File: src/fsq_cfg.svh
// Purpose: Constants for the flash command sequencer
// Assumes: APB byte addresses, one 32-bit word per register
// Notes: Block ids and protection layout are local choices
`ifndef FSQ_CFG_SVH
`define FSQ_CFG_SVH
// ==========================================
// Register offsets
`define FSQ_OFS_STATUS 12'h000
`define FSQ_OFS_INDEX 12'h004
`define FSQ_OFS_PARAM 12'h008
`define FSQ_OFS_MODE 12'h00C
`define FSQ_OFS_PROT 12'h010
// ==========================================
// Status field positions
`define FSQ_BIT_DONE 7
`define FSQ_BIT_ACC 5
`define FSQ_BIT_PROT 4
`define FSQ_BIT_VERR 1
`define FSQ_BIT_UNC 0
`define FSQ_BIT_SEC 8
// ==========================================
// Command codes and launch indices
`define FSQ_CMD_OTP 8'h07
`define FSQ_CMD_ERALL 8'h08
`define FSQ_CMD_ERBLK 8'h09
`define FSQ_CMD_ERSEC 8'h0A
`define FSQ_CMD_UNSEC 8'h0B
`define FSQ_IDX_OTP 3'h5
`define FSQ_IDX_ALL 3'h0
`define FSQ_IDX_ERASE 3'h1
`define FSQ_OTP_MAX 16'h0007
// ==========================================
// Block ids (global address [22:16])
`define FSQ_PF_LO 7'h7C
`define FSQ_PF_HI 7'h7F
`define FSQ_PF_BLK0 7'h7F
`define FSQ_DF_BLK 7'h10
// ==========================================
// Reset values
`define FSQ_RST_MODE 5'h1F
`define FSQ_RST_PROT 5'h00
`endif

File: src/fsq_pkg.sv
// Purpose: Types for the flash command sequencer
// Assumes: Used with fsq_cfg.svh
// Notes: Nothing here is imported
package fsq_pkg;
  typedef enum logic [4:0] {
    ST_IDLE = 5'h01,
    ST_CHECK = 5'h02,
    ST_BLANK = 5'h04,
    ST_OPER = 5'h08,
    ST_DONE = 5'h10
  } fsq_state_t;
  typedef enum logic [2:0] {
    OP_BLANK_OTP = 3'h0,
    OP_PROG_OTP = 3'h1,
    OP_ERASE_ALL = 3'h2,
    OP_ERASE_BLK = 3'h3,
    OP_ERASE_SEC = 3'h4
  } fsq_op_t;
  typedef struct packed {
    fsq_op_t op;
    logic [22:0] addr;
    logic [63:0] data;
  } fsq_arr_req_t;
  typedef struct packed {
    logic done;
    logic blank;
    logic verr;
    logic unc;
  } fsq_arr_rsp_t;
endpackage

File: src/fsq_flash_seq.sv
// Purpose: Command sequencer for one-time program, erase and unsecure
// Assumes: APB slave, zero wait states; array engine does each op and verify
// Notes: Array request is a level held until the engine reports done
`timescale 1ns/1ns
`include "fsq_cfg.svh"

// Summary of operation
// One-time program targets eight reserved phrases only
// One-time program needs code 0x07, index 101
// Blank check, program, verify; complete stays low
// Phrase index above 0x0007 gives access error
// Already programmed phrase gives access error
// Phrase programmed all ones stays programmable
// Block zero reads invalid during one-time program
// Verify errors set verify and uncorrectable flags
// Command barred in mode gives access error
// Code 0x08 erases all, releases security
// Erase-all and unsecure need launch index 000
// Any protection fails erase-all and unsecure
// Software writes nothing while those run
// Block erase: code 0x09, index 001
// Misaligned block erase address gives access error
// Invalid block id gives access error
// Protected block fails block erase
// Sector erase: code 0x0A, index 001
// Sector address bits [2:0] nonzero: error
// Protected sector fails sector erase
// Unsecure verify failure keeps security unchanged
// Clearing complete launches; hardware sets it again
// Failed launch checks skip array, complete promptly
module fsq_flash_seq (
  input wire logic mclk,
  input wire logic rst_n,
  input wire logic psel,
  input wire logic penable,
  input wire logic pwrite,
  input wire logic [11:0] paddr,
  input wire logic [31:0] pwdata,
  output logic [31:0] prdata,
  output logic pready,
  output logic pslverr,
  output fsq_pkg::fsq_arr_req_t arrReq,
  output logic arrValid,
  input wire fsq_pkg::fsq_arr_rsp_t arrRsp,
  output logic block0ReadInvalid,
  output logic secure
);

  // ==========================================
  // Bus decode
  logic wrEn;
  logic rdEn;
  logic hitStatus;
  logic hitIndex;
  logic hitParam;
  logic hitMode;
  logic hitProt;
  logic hitAny;

  assign wrEn = psel & penable & pwrite;
  assign rdEn = psel & penable & ~pwrite;
  assign hitStatus = paddr == `FSQ_OFS_STATUS;
  assign hitIndex = paddr == `FSQ_OFS_INDEX;
  assign hitParam = paddr == `FSQ_OFS_PARAM;
  assign hitMode = paddr == `FSQ_OFS_MODE;
  assign hitProt = paddr == `FSQ_OFS_PROT;
  assign hitAny = hitStatus | hitIndex | hitParam | hitMode | hitProt;
  assign pready = 1'b1;
  assign pslverr = psel & penable & ~hitAny;

  // ==========================================
  // Registers
  fsq_pkg::fsq_state_t state_reg;
  fsq_pkg::fsq_state_t state_next;
  logic [2:0] index_reg;
  logic [15:0] param_reg [0:5];
  logic [4:0] mode_reg;
  logic [4:0] prot_reg;
  logic done_reg;
  logic acc_reg;
  logic pviol_reg;
  logic verr_reg;
  logic unc_reg;
  logic secure_reg;
  logic [2:0] launchIdx_reg;
  logic busy;
  logic launch;

  assign busy = ~done_reg;
  // Writes while busy are dropped, so a stray access cannot corrupt a command
  assign launch = wrEn & hitStatus & pwdata[`FSQ_BIT_DONE] & done_reg;

  always_ff @(posedge mclk or negedge rst_n) begin
    if (!rst_n) begin
      index_reg <= 3'h0;
    end else if (wrEn & hitIndex & ~busy) begin
      index_reg <= pwdata[2:0];
    end
  end

  always_ff @(posedge mclk or negedge rst_n) begin
    if (!rst_n) begin
      for (int i = 0; i < 6; i++) begin
        param_reg[i] <= 16'h0000;
      end
    end else if (wrEn & hitParam & ~busy & (index_reg < 3'h6)) begin
      param_reg[index_reg] <= pwdata[15:0];
    end
  end

  always_ff @(posedge mclk or negedge rst_n) begin
    if (!rst_n) begin
      mode_reg <= `FSQ_RST_MODE;
      prot_reg <= `FSQ_RST_PROT;
    end else if (wrEn & ~busy) begin
      if (hitMode) begin
        mode_reg <= pwdata[4:0];
      end
      if (hitProt) begin
        prot_reg <= pwdata[4:0];
      end
    end
  end

  always_ff @(posedge mclk or negedge rst_n) begin
    if (!rst_n) begin
      launchIdx_reg <= 3'h0;
    end else if (launch) begin
      launchIdx_reg <= index_reg;
    end
  end

  // ==========================================
  // Launch checks
  logic [7:0] cmd;
  logic [6:0] blkId;
  logic [22:0] gaddr;
  logic isPf;
  logic isDf;
  logic blkValid;
  logic blkProt;
  logic anyProt;
  logic modeOk;
  logic accFail;
  logic protFail;

  function automatic logic modeBit(input logic [7:0] c, input logic [4:0] m);
    case (c)
      `FSQ_CMD_OTP: modeBit = m[0];
      `FSQ_CMD_ERALL: modeBit = m[1];
      `FSQ_CMD_ERBLK: modeBit = m[2];
      `FSQ_CMD_ERSEC: modeBit = m[3];
      `FSQ_CMD_UNSEC: modeBit = m[4];
      default: modeBit = 1'b0;
    endcase
  endfunction

  assign cmd = param_reg[0][15:8];
  assign blkId = param_reg[0][6:0];
  assign gaddr = {blkId, param_reg[1]};
  assign isPf = (blkId >= `FSQ_PF_LO) && (blkId <= `FSQ_PF_HI);
  assign isDf = blkId == `FSQ_DF_BLK;
  assign blkValid = isPf | isDf;
  assign blkProt = isDf ? prot_reg[4] : prot_reg[blkId[1:0]];
  assign anyProt = |prot_reg;
  assign modeOk = modeBit(cmd, mode_reg);

  always_comb begin
    accFail = ~modeOk;
    protFail = 1'b0;
    case (cmd)
      `FSQ_CMD_OTP: begin

        if (launchIdx_reg != `FSQ_IDX_OTP || param_reg[1] > `FSQ_OTP_MAX) begin
          accFail = 1'b1;
        end
      end
      `FSQ_CMD_ERALL, `FSQ_CMD_UNSEC: begin
        if (launchIdx_reg != `FSQ_IDX_ALL) begin
          accFail = 1'b1;
        end
        protFail = anyProt;
      end
      `FSQ_CMD_ERBLK: begin
        if (launchIdx_reg != `FSQ_IDX_ERASE || !blkValid) begin
          accFail = 1'b1;
        end
        if ((isPf && gaddr[2:0] != 3'h0) || (isDf && gaddr[0])) begin
          accFail = 1'b1;
        end
        protFail = blkValid & blkProt;
      end
      `FSQ_CMD_ERSEC: begin
        if (launchIdx_reg != `FSQ_IDX_ERASE || !isPf) begin
          accFail = 1'b1;
        end
        if (gaddr[2:0] != 3'h0) begin
          accFail = 1'b1;
        end
        protFail = isPf & blkProt;
      end
      default: accFail = 1'b1;
    endcase
  end

  // ==========================================
  // Sequencer
  logic isOtp;
  assign isOtp = cmd == `FSQ_CMD_OTP;

  always_comb begin
    state_next = state_reg;
    case (state_reg)
      fsq_pkg::ST_IDLE: begin
        if (launch) begin
          state_next = fsq_pkg::ST_CHECK;
        end
      end
      fsq_pkg::ST_CHECK: begin
        if (accFail | protFail) begin
          state_next = fsq_pkg::ST_DONE;
        end else if (isOtp) begin
          state_next = fsq_pkg::ST_BLANK;
        end else begin
          state_next = fsq_pkg::ST_OPER;
        end
      end
      fsq_pkg::ST_BLANK: begin
        if (arrRsp.done) begin
          // All-ones phrase reads blank, so it may be written again
          state_next = arrRsp.blank ? fsq_pkg::ST_OPER : fsq_pkg::ST_DONE;
        end
      end
      fsq_pkg::ST_OPER: begin
        if (arrRsp.done) begin
          state_next = fsq_pkg::ST_DONE;
        end
      end
      fsq_pkg::ST_DONE: state_next = fsq_pkg::ST_IDLE;
      default: state_next = fsq_pkg::ST_IDLE;
    endcase
  end

  always_ff @(posedge mclk or negedge rst_n) begin
    if (!rst_n) begin
      state_reg <= fsq_pkg::ST_IDLE;
    end else begin
      state_reg <= state_next;
    end
  end

  // ==========================================
  // Array request
  fsq_pkg::fsq_op_t opSel;

  always_comb begin
    case (cmd)
      `FSQ_CMD_ERBLK: opSel = fsq_pkg::OP_ERASE_BLK;
      `FSQ_CMD_ERSEC: opSel = fsq_pkg::OP_ERASE_SEC;
      `FSQ_CMD_OTP: opSel = fsq_pkg::OP_PROG_OTP;
      default: opSel = fsq_pkg::OP_ERASE_ALL;
    endcase
  end

  always_ff @(posedge mclk or negedge rst_n) begin
    if (!rst_n) begin
      arrReq <= '0;
    end else if (state_reg == fsq_pkg::ST_CHECK) begin
      arrReq.op <= isOtp ? fsq_pkg::OP_BLANK_OTP : opSel;
      arrReq.addr <= gaddr;
      arrReq.data <= {param_reg[5], param_reg[4], param_reg[3], param_reg[2]};
    end else if (state_reg == fsq_pkg::ST_BLANK && arrRsp.done) begin
      arrReq.op <= fsq_pkg::OP_PROG_OTP;
    end
  end

  // Held from blank check into program; the engine's one-cycle done keeps the two ops apart
  assign arrValid = (state_reg == fsq_pkg::ST_BLANK) | (state_reg == fsq_pkg::ST_OPER);
  assign block0ReadInvalid = isOtp & busy;

  // ==========================================
  // Status flags, set wins over software clear
  logic clrAcc;
  logic clrPv;
  logic clrVe;
  logic clrUn;
  logic setAcc;
  logic setPv;
  logic opEnd;

  assign clrAcc = wrEn & hitStatus & ~busy & pwdata[`FSQ_BIT_ACC];
  assign clrPv = wrEn & hitStatus & ~busy & pwdata[`FSQ_BIT_PROT];
  assign clrVe = wrEn & hitStatus & ~busy & pwdata[`FSQ_BIT_VERR];
  assign clrUn = wrEn & hitStatus & ~busy & pwdata[`FSQ_BIT_UNC];
  assign setAcc = ((state_reg == fsq_pkg::ST_CHECK) & accFail)
    | ((state_reg == fsq_pkg::ST_BLANK) & arrRsp.done & ~arrRsp.blank);
  assign setPv = (state_reg == fsq_pkg::ST_CHECK) & protFail;
  assign opEnd = (state_reg == fsq_pkg::ST_OPER) & arrRsp.done;

  always_ff @(posedge mclk or negedge rst_n) begin
    if (!rst_n) begin
      done_reg <= 1'b1;
    end else if (launch) begin
      done_reg <= 1'b0;
    end else if (state_reg == fsq_pkg::ST_DONE) begin
      done_reg <= 1'b1;
    end
  end

  always_ff @(posedge mclk or negedge rst_n) begin
    if (!rst_n) begin
      acc_reg <= 1'b0;
      pviol_reg <= 1'b0;
    end else begin
      acc_reg <= setAcc | (acc_reg & ~clrAcc);
      pviol_reg <= setPv | (pviol_reg & ~clrPv);
    end
  end

  always_ff @(posedge mclk or negedge rst_n) begin
    if (!rst_n) begin
      verr_reg <= 1'b0;
      unc_reg <= 1'b0;
    end else begin
      verr_reg <= (opEnd & arrRsp.verr) | (verr_reg & ~clrVe);
      unc_reg <= (opEnd & arrRsp.unc) | (unc_reg & ~clrUn);
    end
  end

  always_ff @(posedge mclk or negedge rst_n) begin
    if (!rst_n) begin
      secure_reg <= 1'b1;
    end else if (opEnd & ~arrRsp.verr
      & ((cmd == `FSQ_CMD_ERALL) | (cmd == `FSQ_CMD_UNSEC))) begin
      secure_reg <= 1'b0;
    end
  end

  assign secure = secure_reg;

  // ==========================================
  // Read data
  always_comb begin
    prdata = 32'h0000_0000;
    if (rdEn) begin
      if (hitStatus) begin
        prdata[`FSQ_BIT_DONE] = done_reg;
        prdata[`FSQ_BIT_ACC] = acc_reg;
        prdata[`FSQ_BIT_PROT] = pviol_reg;
        prdata[`FSQ_BIT_VERR] = verr_reg;
        prdata[`FSQ_BIT_UNC] = unc_reg;
        prdata[`FSQ_BIT_SEC] = secure_reg;
      end else if (hitIndex) begin
        prdata[2:0] = index_reg;
      end else if (hitParam && index_reg < 3'h6) begin
        prdata[15:0] = param_reg[index_reg];
      end else if (hitMode) begin
        prdata[4:0] = mode_reg;
      end else if (hitProt) begin
        prdata[4:0] = prot_reg;
      end
    end
  end

endmodule

File: config.mk
export PLATFORM = sky130hd
export DESIGN_NAME = fsq_flash_seq
export DESIGN_NICKNAME = d
export VERILOG_FILES = /design/src/fsq_pkg.sv /design/src/fsq_flash_seq.sv
export VERILOG_INCLUDE_DIRS = /design/src /design/src/src
export SDC_FILE = /design/constraint.sdc
export NUM_CORES = 1
export LEC_CHECK = 0
export BUFFER_PORTS_ARGS = -buffer_cell sky130_fd_sc_hd__buf_4
export CAP_MARGIN = 20
export CORE_UTILIZATION = 42
export DETAILED_ROUTE_END_ITERATION = 16
export GPL_TIMING_DRIVEN = 0
export SLEW_MARGIN = 10
export SYNTH_ARGS = -nofsm -noshare
export SYNTH_HDL_FRONTEND = slang
export SYNTH_SLANG_ARGS = --single-unit
export TNS_END_PERCENT = 100
File: constraint.sdc
create_clock -name mclk -period 2.9 [get_ports mclk]
set_input_delay 0.29 -clock mclk [delete_from_list [all_inputs] [get_ports mclk]]
set_output_delay 0.29 -clock mclk [all_outputs]
set_load 0.01 [all_outputs]
==> impl_results.md <==
* Status: complete, no violations
* DP Wirelength at 19900 um
* Yosys top cell by area: dfrtp_1
* Slowest cell on the critical path: or4_4
* R2R cell count at 6
* Core Rows at 55
* CTS clk-pin slew, worst paths at 0.06 ns
* Number of clock sinks at 213
* Global-route wire length before repair at 43200 um
* DIE WIDTH at 154 um
* Most frequent cells in the layout: nand2_1 (295), dfrtp_1 (205), buf_4 (163), mux2_2 (100), nor2_1 (33)
* Die area at 0.0238 mm^2
* Slew HR at 33.0%
* DRT Pass-1 Iters at 4
* Share of layout cells above drive strength 1 at 34.0%
* CP Cell Sequence: buf_4, or4_4, nor4_4, and3_2, nand2_1, buf_4, o21ai_1, buf_4
* Routed Antenna Nets at 0
* Vias in the first global route at 7287
* Clk buf depth at 3
* Min Tclk post-route at 2.82 ns
* Final Slew Violations at 0
* Syn Std Cell Area at 0.00972 mm^2
* CP startpoint kind: input pin
* Max_cap viols at 0
* DR vias/cell at 5.34
* Drt total wl at 28000 um
* Initial antenna violation count at 0
* Nets at 1136
* Yosys top cell area share at 52.8%
* Hold Path Stages at 2
* CTS buffer count at 23
* Ant. Diodes at 0
* # DRC at 0
* CP most frequent cell: buf_4
* Fmax at 355 MHz
* 1st-iter DRT viols at 526
* Max FO, Critical Path at 10
* Clock Tree Root: clkbuf_16
* Util after Layout at 53.5%
* Commonest non-fill, non-tap cell in the layout: nand2_1
* Setup Skew at 0.0146 ns
* IO Port Bufs at 142
* Syn. warnings at 0
* Placer Congestion at 0.943
* EDFF count, synth at 0
* Multi-input logic area at 0.00413 mm^2
* Worst skew pair latency at 0.52 ns
* Flip-flop count of the largest register after layout at 90
* CP max stage delay at 0.55 ns
* Area growth syn-to-layout at 24.5%
* Total power at 6.05 mW
* Post-synthesis cell type count at 62
* IO Count at 180
* Setup bufs post-CTS at 0
* Fin. Hold Viols at 0
* Leak at 6.49 nW
* Final setup viols at 0
* GRT Resource Usage Total at 23.9%
* Starting Density at 43.0%
* Crit Path Class: in -> out
* Register area share after synthesis at 54.9%
* Pre-CTS setup slack at -0.239 ns
* Power per standard cell area at 499 mW/mm^2
* Asr flop ratio synth at 100%
* WP data arrival at 2.53 ns
* Global route overflow at 0
* Fill cells at 2036
* Hold Path Class: in -> reg
* Placed Instances at 1341
* Cells after synthesis at 896
* H-tree Lvls at 1
* Largest net degree at the start of global routing at 86
* Fin Hold WS at 0.0147 ns
* Final instance count without filler cells at 1384
* Vias at 7395
* Main area contributors after synthesis: dfrtp_1 (53%), mux2_2 (12%), nand2_1 (11%), mux4_2 (3.5%), dfstp_2 (2.2%)
* CORE AREA at 0.0226 mm^2
* Required time worst endpoint at 2.61 ns
* Slew at the pin with the worst max-slew slack at 0.995 ns
* Avg Inst Size Synth at 10.9 um^2
* Peak VDD IR at 349 uV
* TritonCTS clock tree: done
* Register area at 0.00534 mm^2
* CP Capture Type: primary output
* Synthesis-stage register bit count at 213
* Fin crit share at 97.1%
* Final worst setup slack at 0.0840 ns
* Post-synth top flop: dfrtp_1
* RSZ-0062 raised after global routing: no
* Die height at 154 um
* Wire per inst at 20.2 um
-- cell usage after synthesis, drive strengths merged, types with 9 or more instances --
cell type,instances
mux2i,20
clkbuf,29
mux2,110
nor4,9
o21ai,17
dfrtp,205
nor2,33
mux4,15
a21oi,16
buf,34
nor3,9
nand2,297
-- per-stage QoR --
| stage | setup TNS [ns] | area [um^2] |
|---|---|---|
| 2_1_floorplan | 0 | 9780 |
| 3_3_place_gp | -11.42 | 11200 |
| 3_5_place_dp | -1.85 | 11300 |
| 4_1_cts | 0 | 12100 |
| 5_1_grt | 0 | 12100 |
| 6_report | 0 | 12100 |
-- worst paths after layout --
check                                start           end  slack [ns]
worst max register to register    blkId[6]  state_reg[2]        0.30
worst min register to register  arrReq[61]    arrReq[61]        0.48
min in group asynchronous            rst_n    arrReq[50]        0.29
max in group asynchronous            rst_n      gaddr[5]        1.44
worst min-delay path             arrRsp[0]       unc_reg        0.01
worst max-delay path             paddr[11]     prdata[7]        0.08
-- metal layers --
layer | vias up | wire (um) | track usage (%)
met5 | - | 0 | 0
met4 | 0 | 655 | 7.19
met3 | 43 | 1570 | 3.13
met2 | 269 | 12500 | 36.6
met1 | 3674 | 13300 | 35.4
li1 | 3409 | - | -
-- layout make-up --
type / instances / share of cell area [%]
Clock inverter: 12 / 0.837
Buffer: 63 / 3.08
Inverter: 6 / 0.186
Sequential cell: 213 / 44.1
Timing Repair Buffer: 147 / 9.52
Tap cell: 285 / 2.94
Clock buffer: 29 / 5.27
Multi-Input combinational cell: 629 / 34.1
-- worst max-delay path, delay by kind of cell --
kind	cells	cell delay (ns)
AO/OA/AOI/OAI	1	0.29
buffers and inverters	3	0.58
AND/OR/NAND/NOR	4	1.35
-- what timing repair did --
action,in CTS,in global routing
pin swaps,0,0
endpoints found under the hold margin,54,0
hold buffers,2,0
setup endpoints to repair,16,15
resized for setup,22,13
cloned,0,0
-- power by group --
group	internal, mW	total [mW]	switching [mW]
Combinational	0.0628	0.190	0.127
Sequential	2.97	2.97	0
Clock	1.66	2.89	1.23
-- logic make-up after synthesis --
logic type / count (synthesis) / synth area share [%]
xor+xnor: 1 / 0.0901
other cells: 2 / 0.0772
mux: 145 / 18.7
buf+inv: 69 / 3.74
simple gates: 398 / 17.9
flops: 213 / 54.9
compound gates: 68 / 4.63
Power figures use the tool's default switching activity.
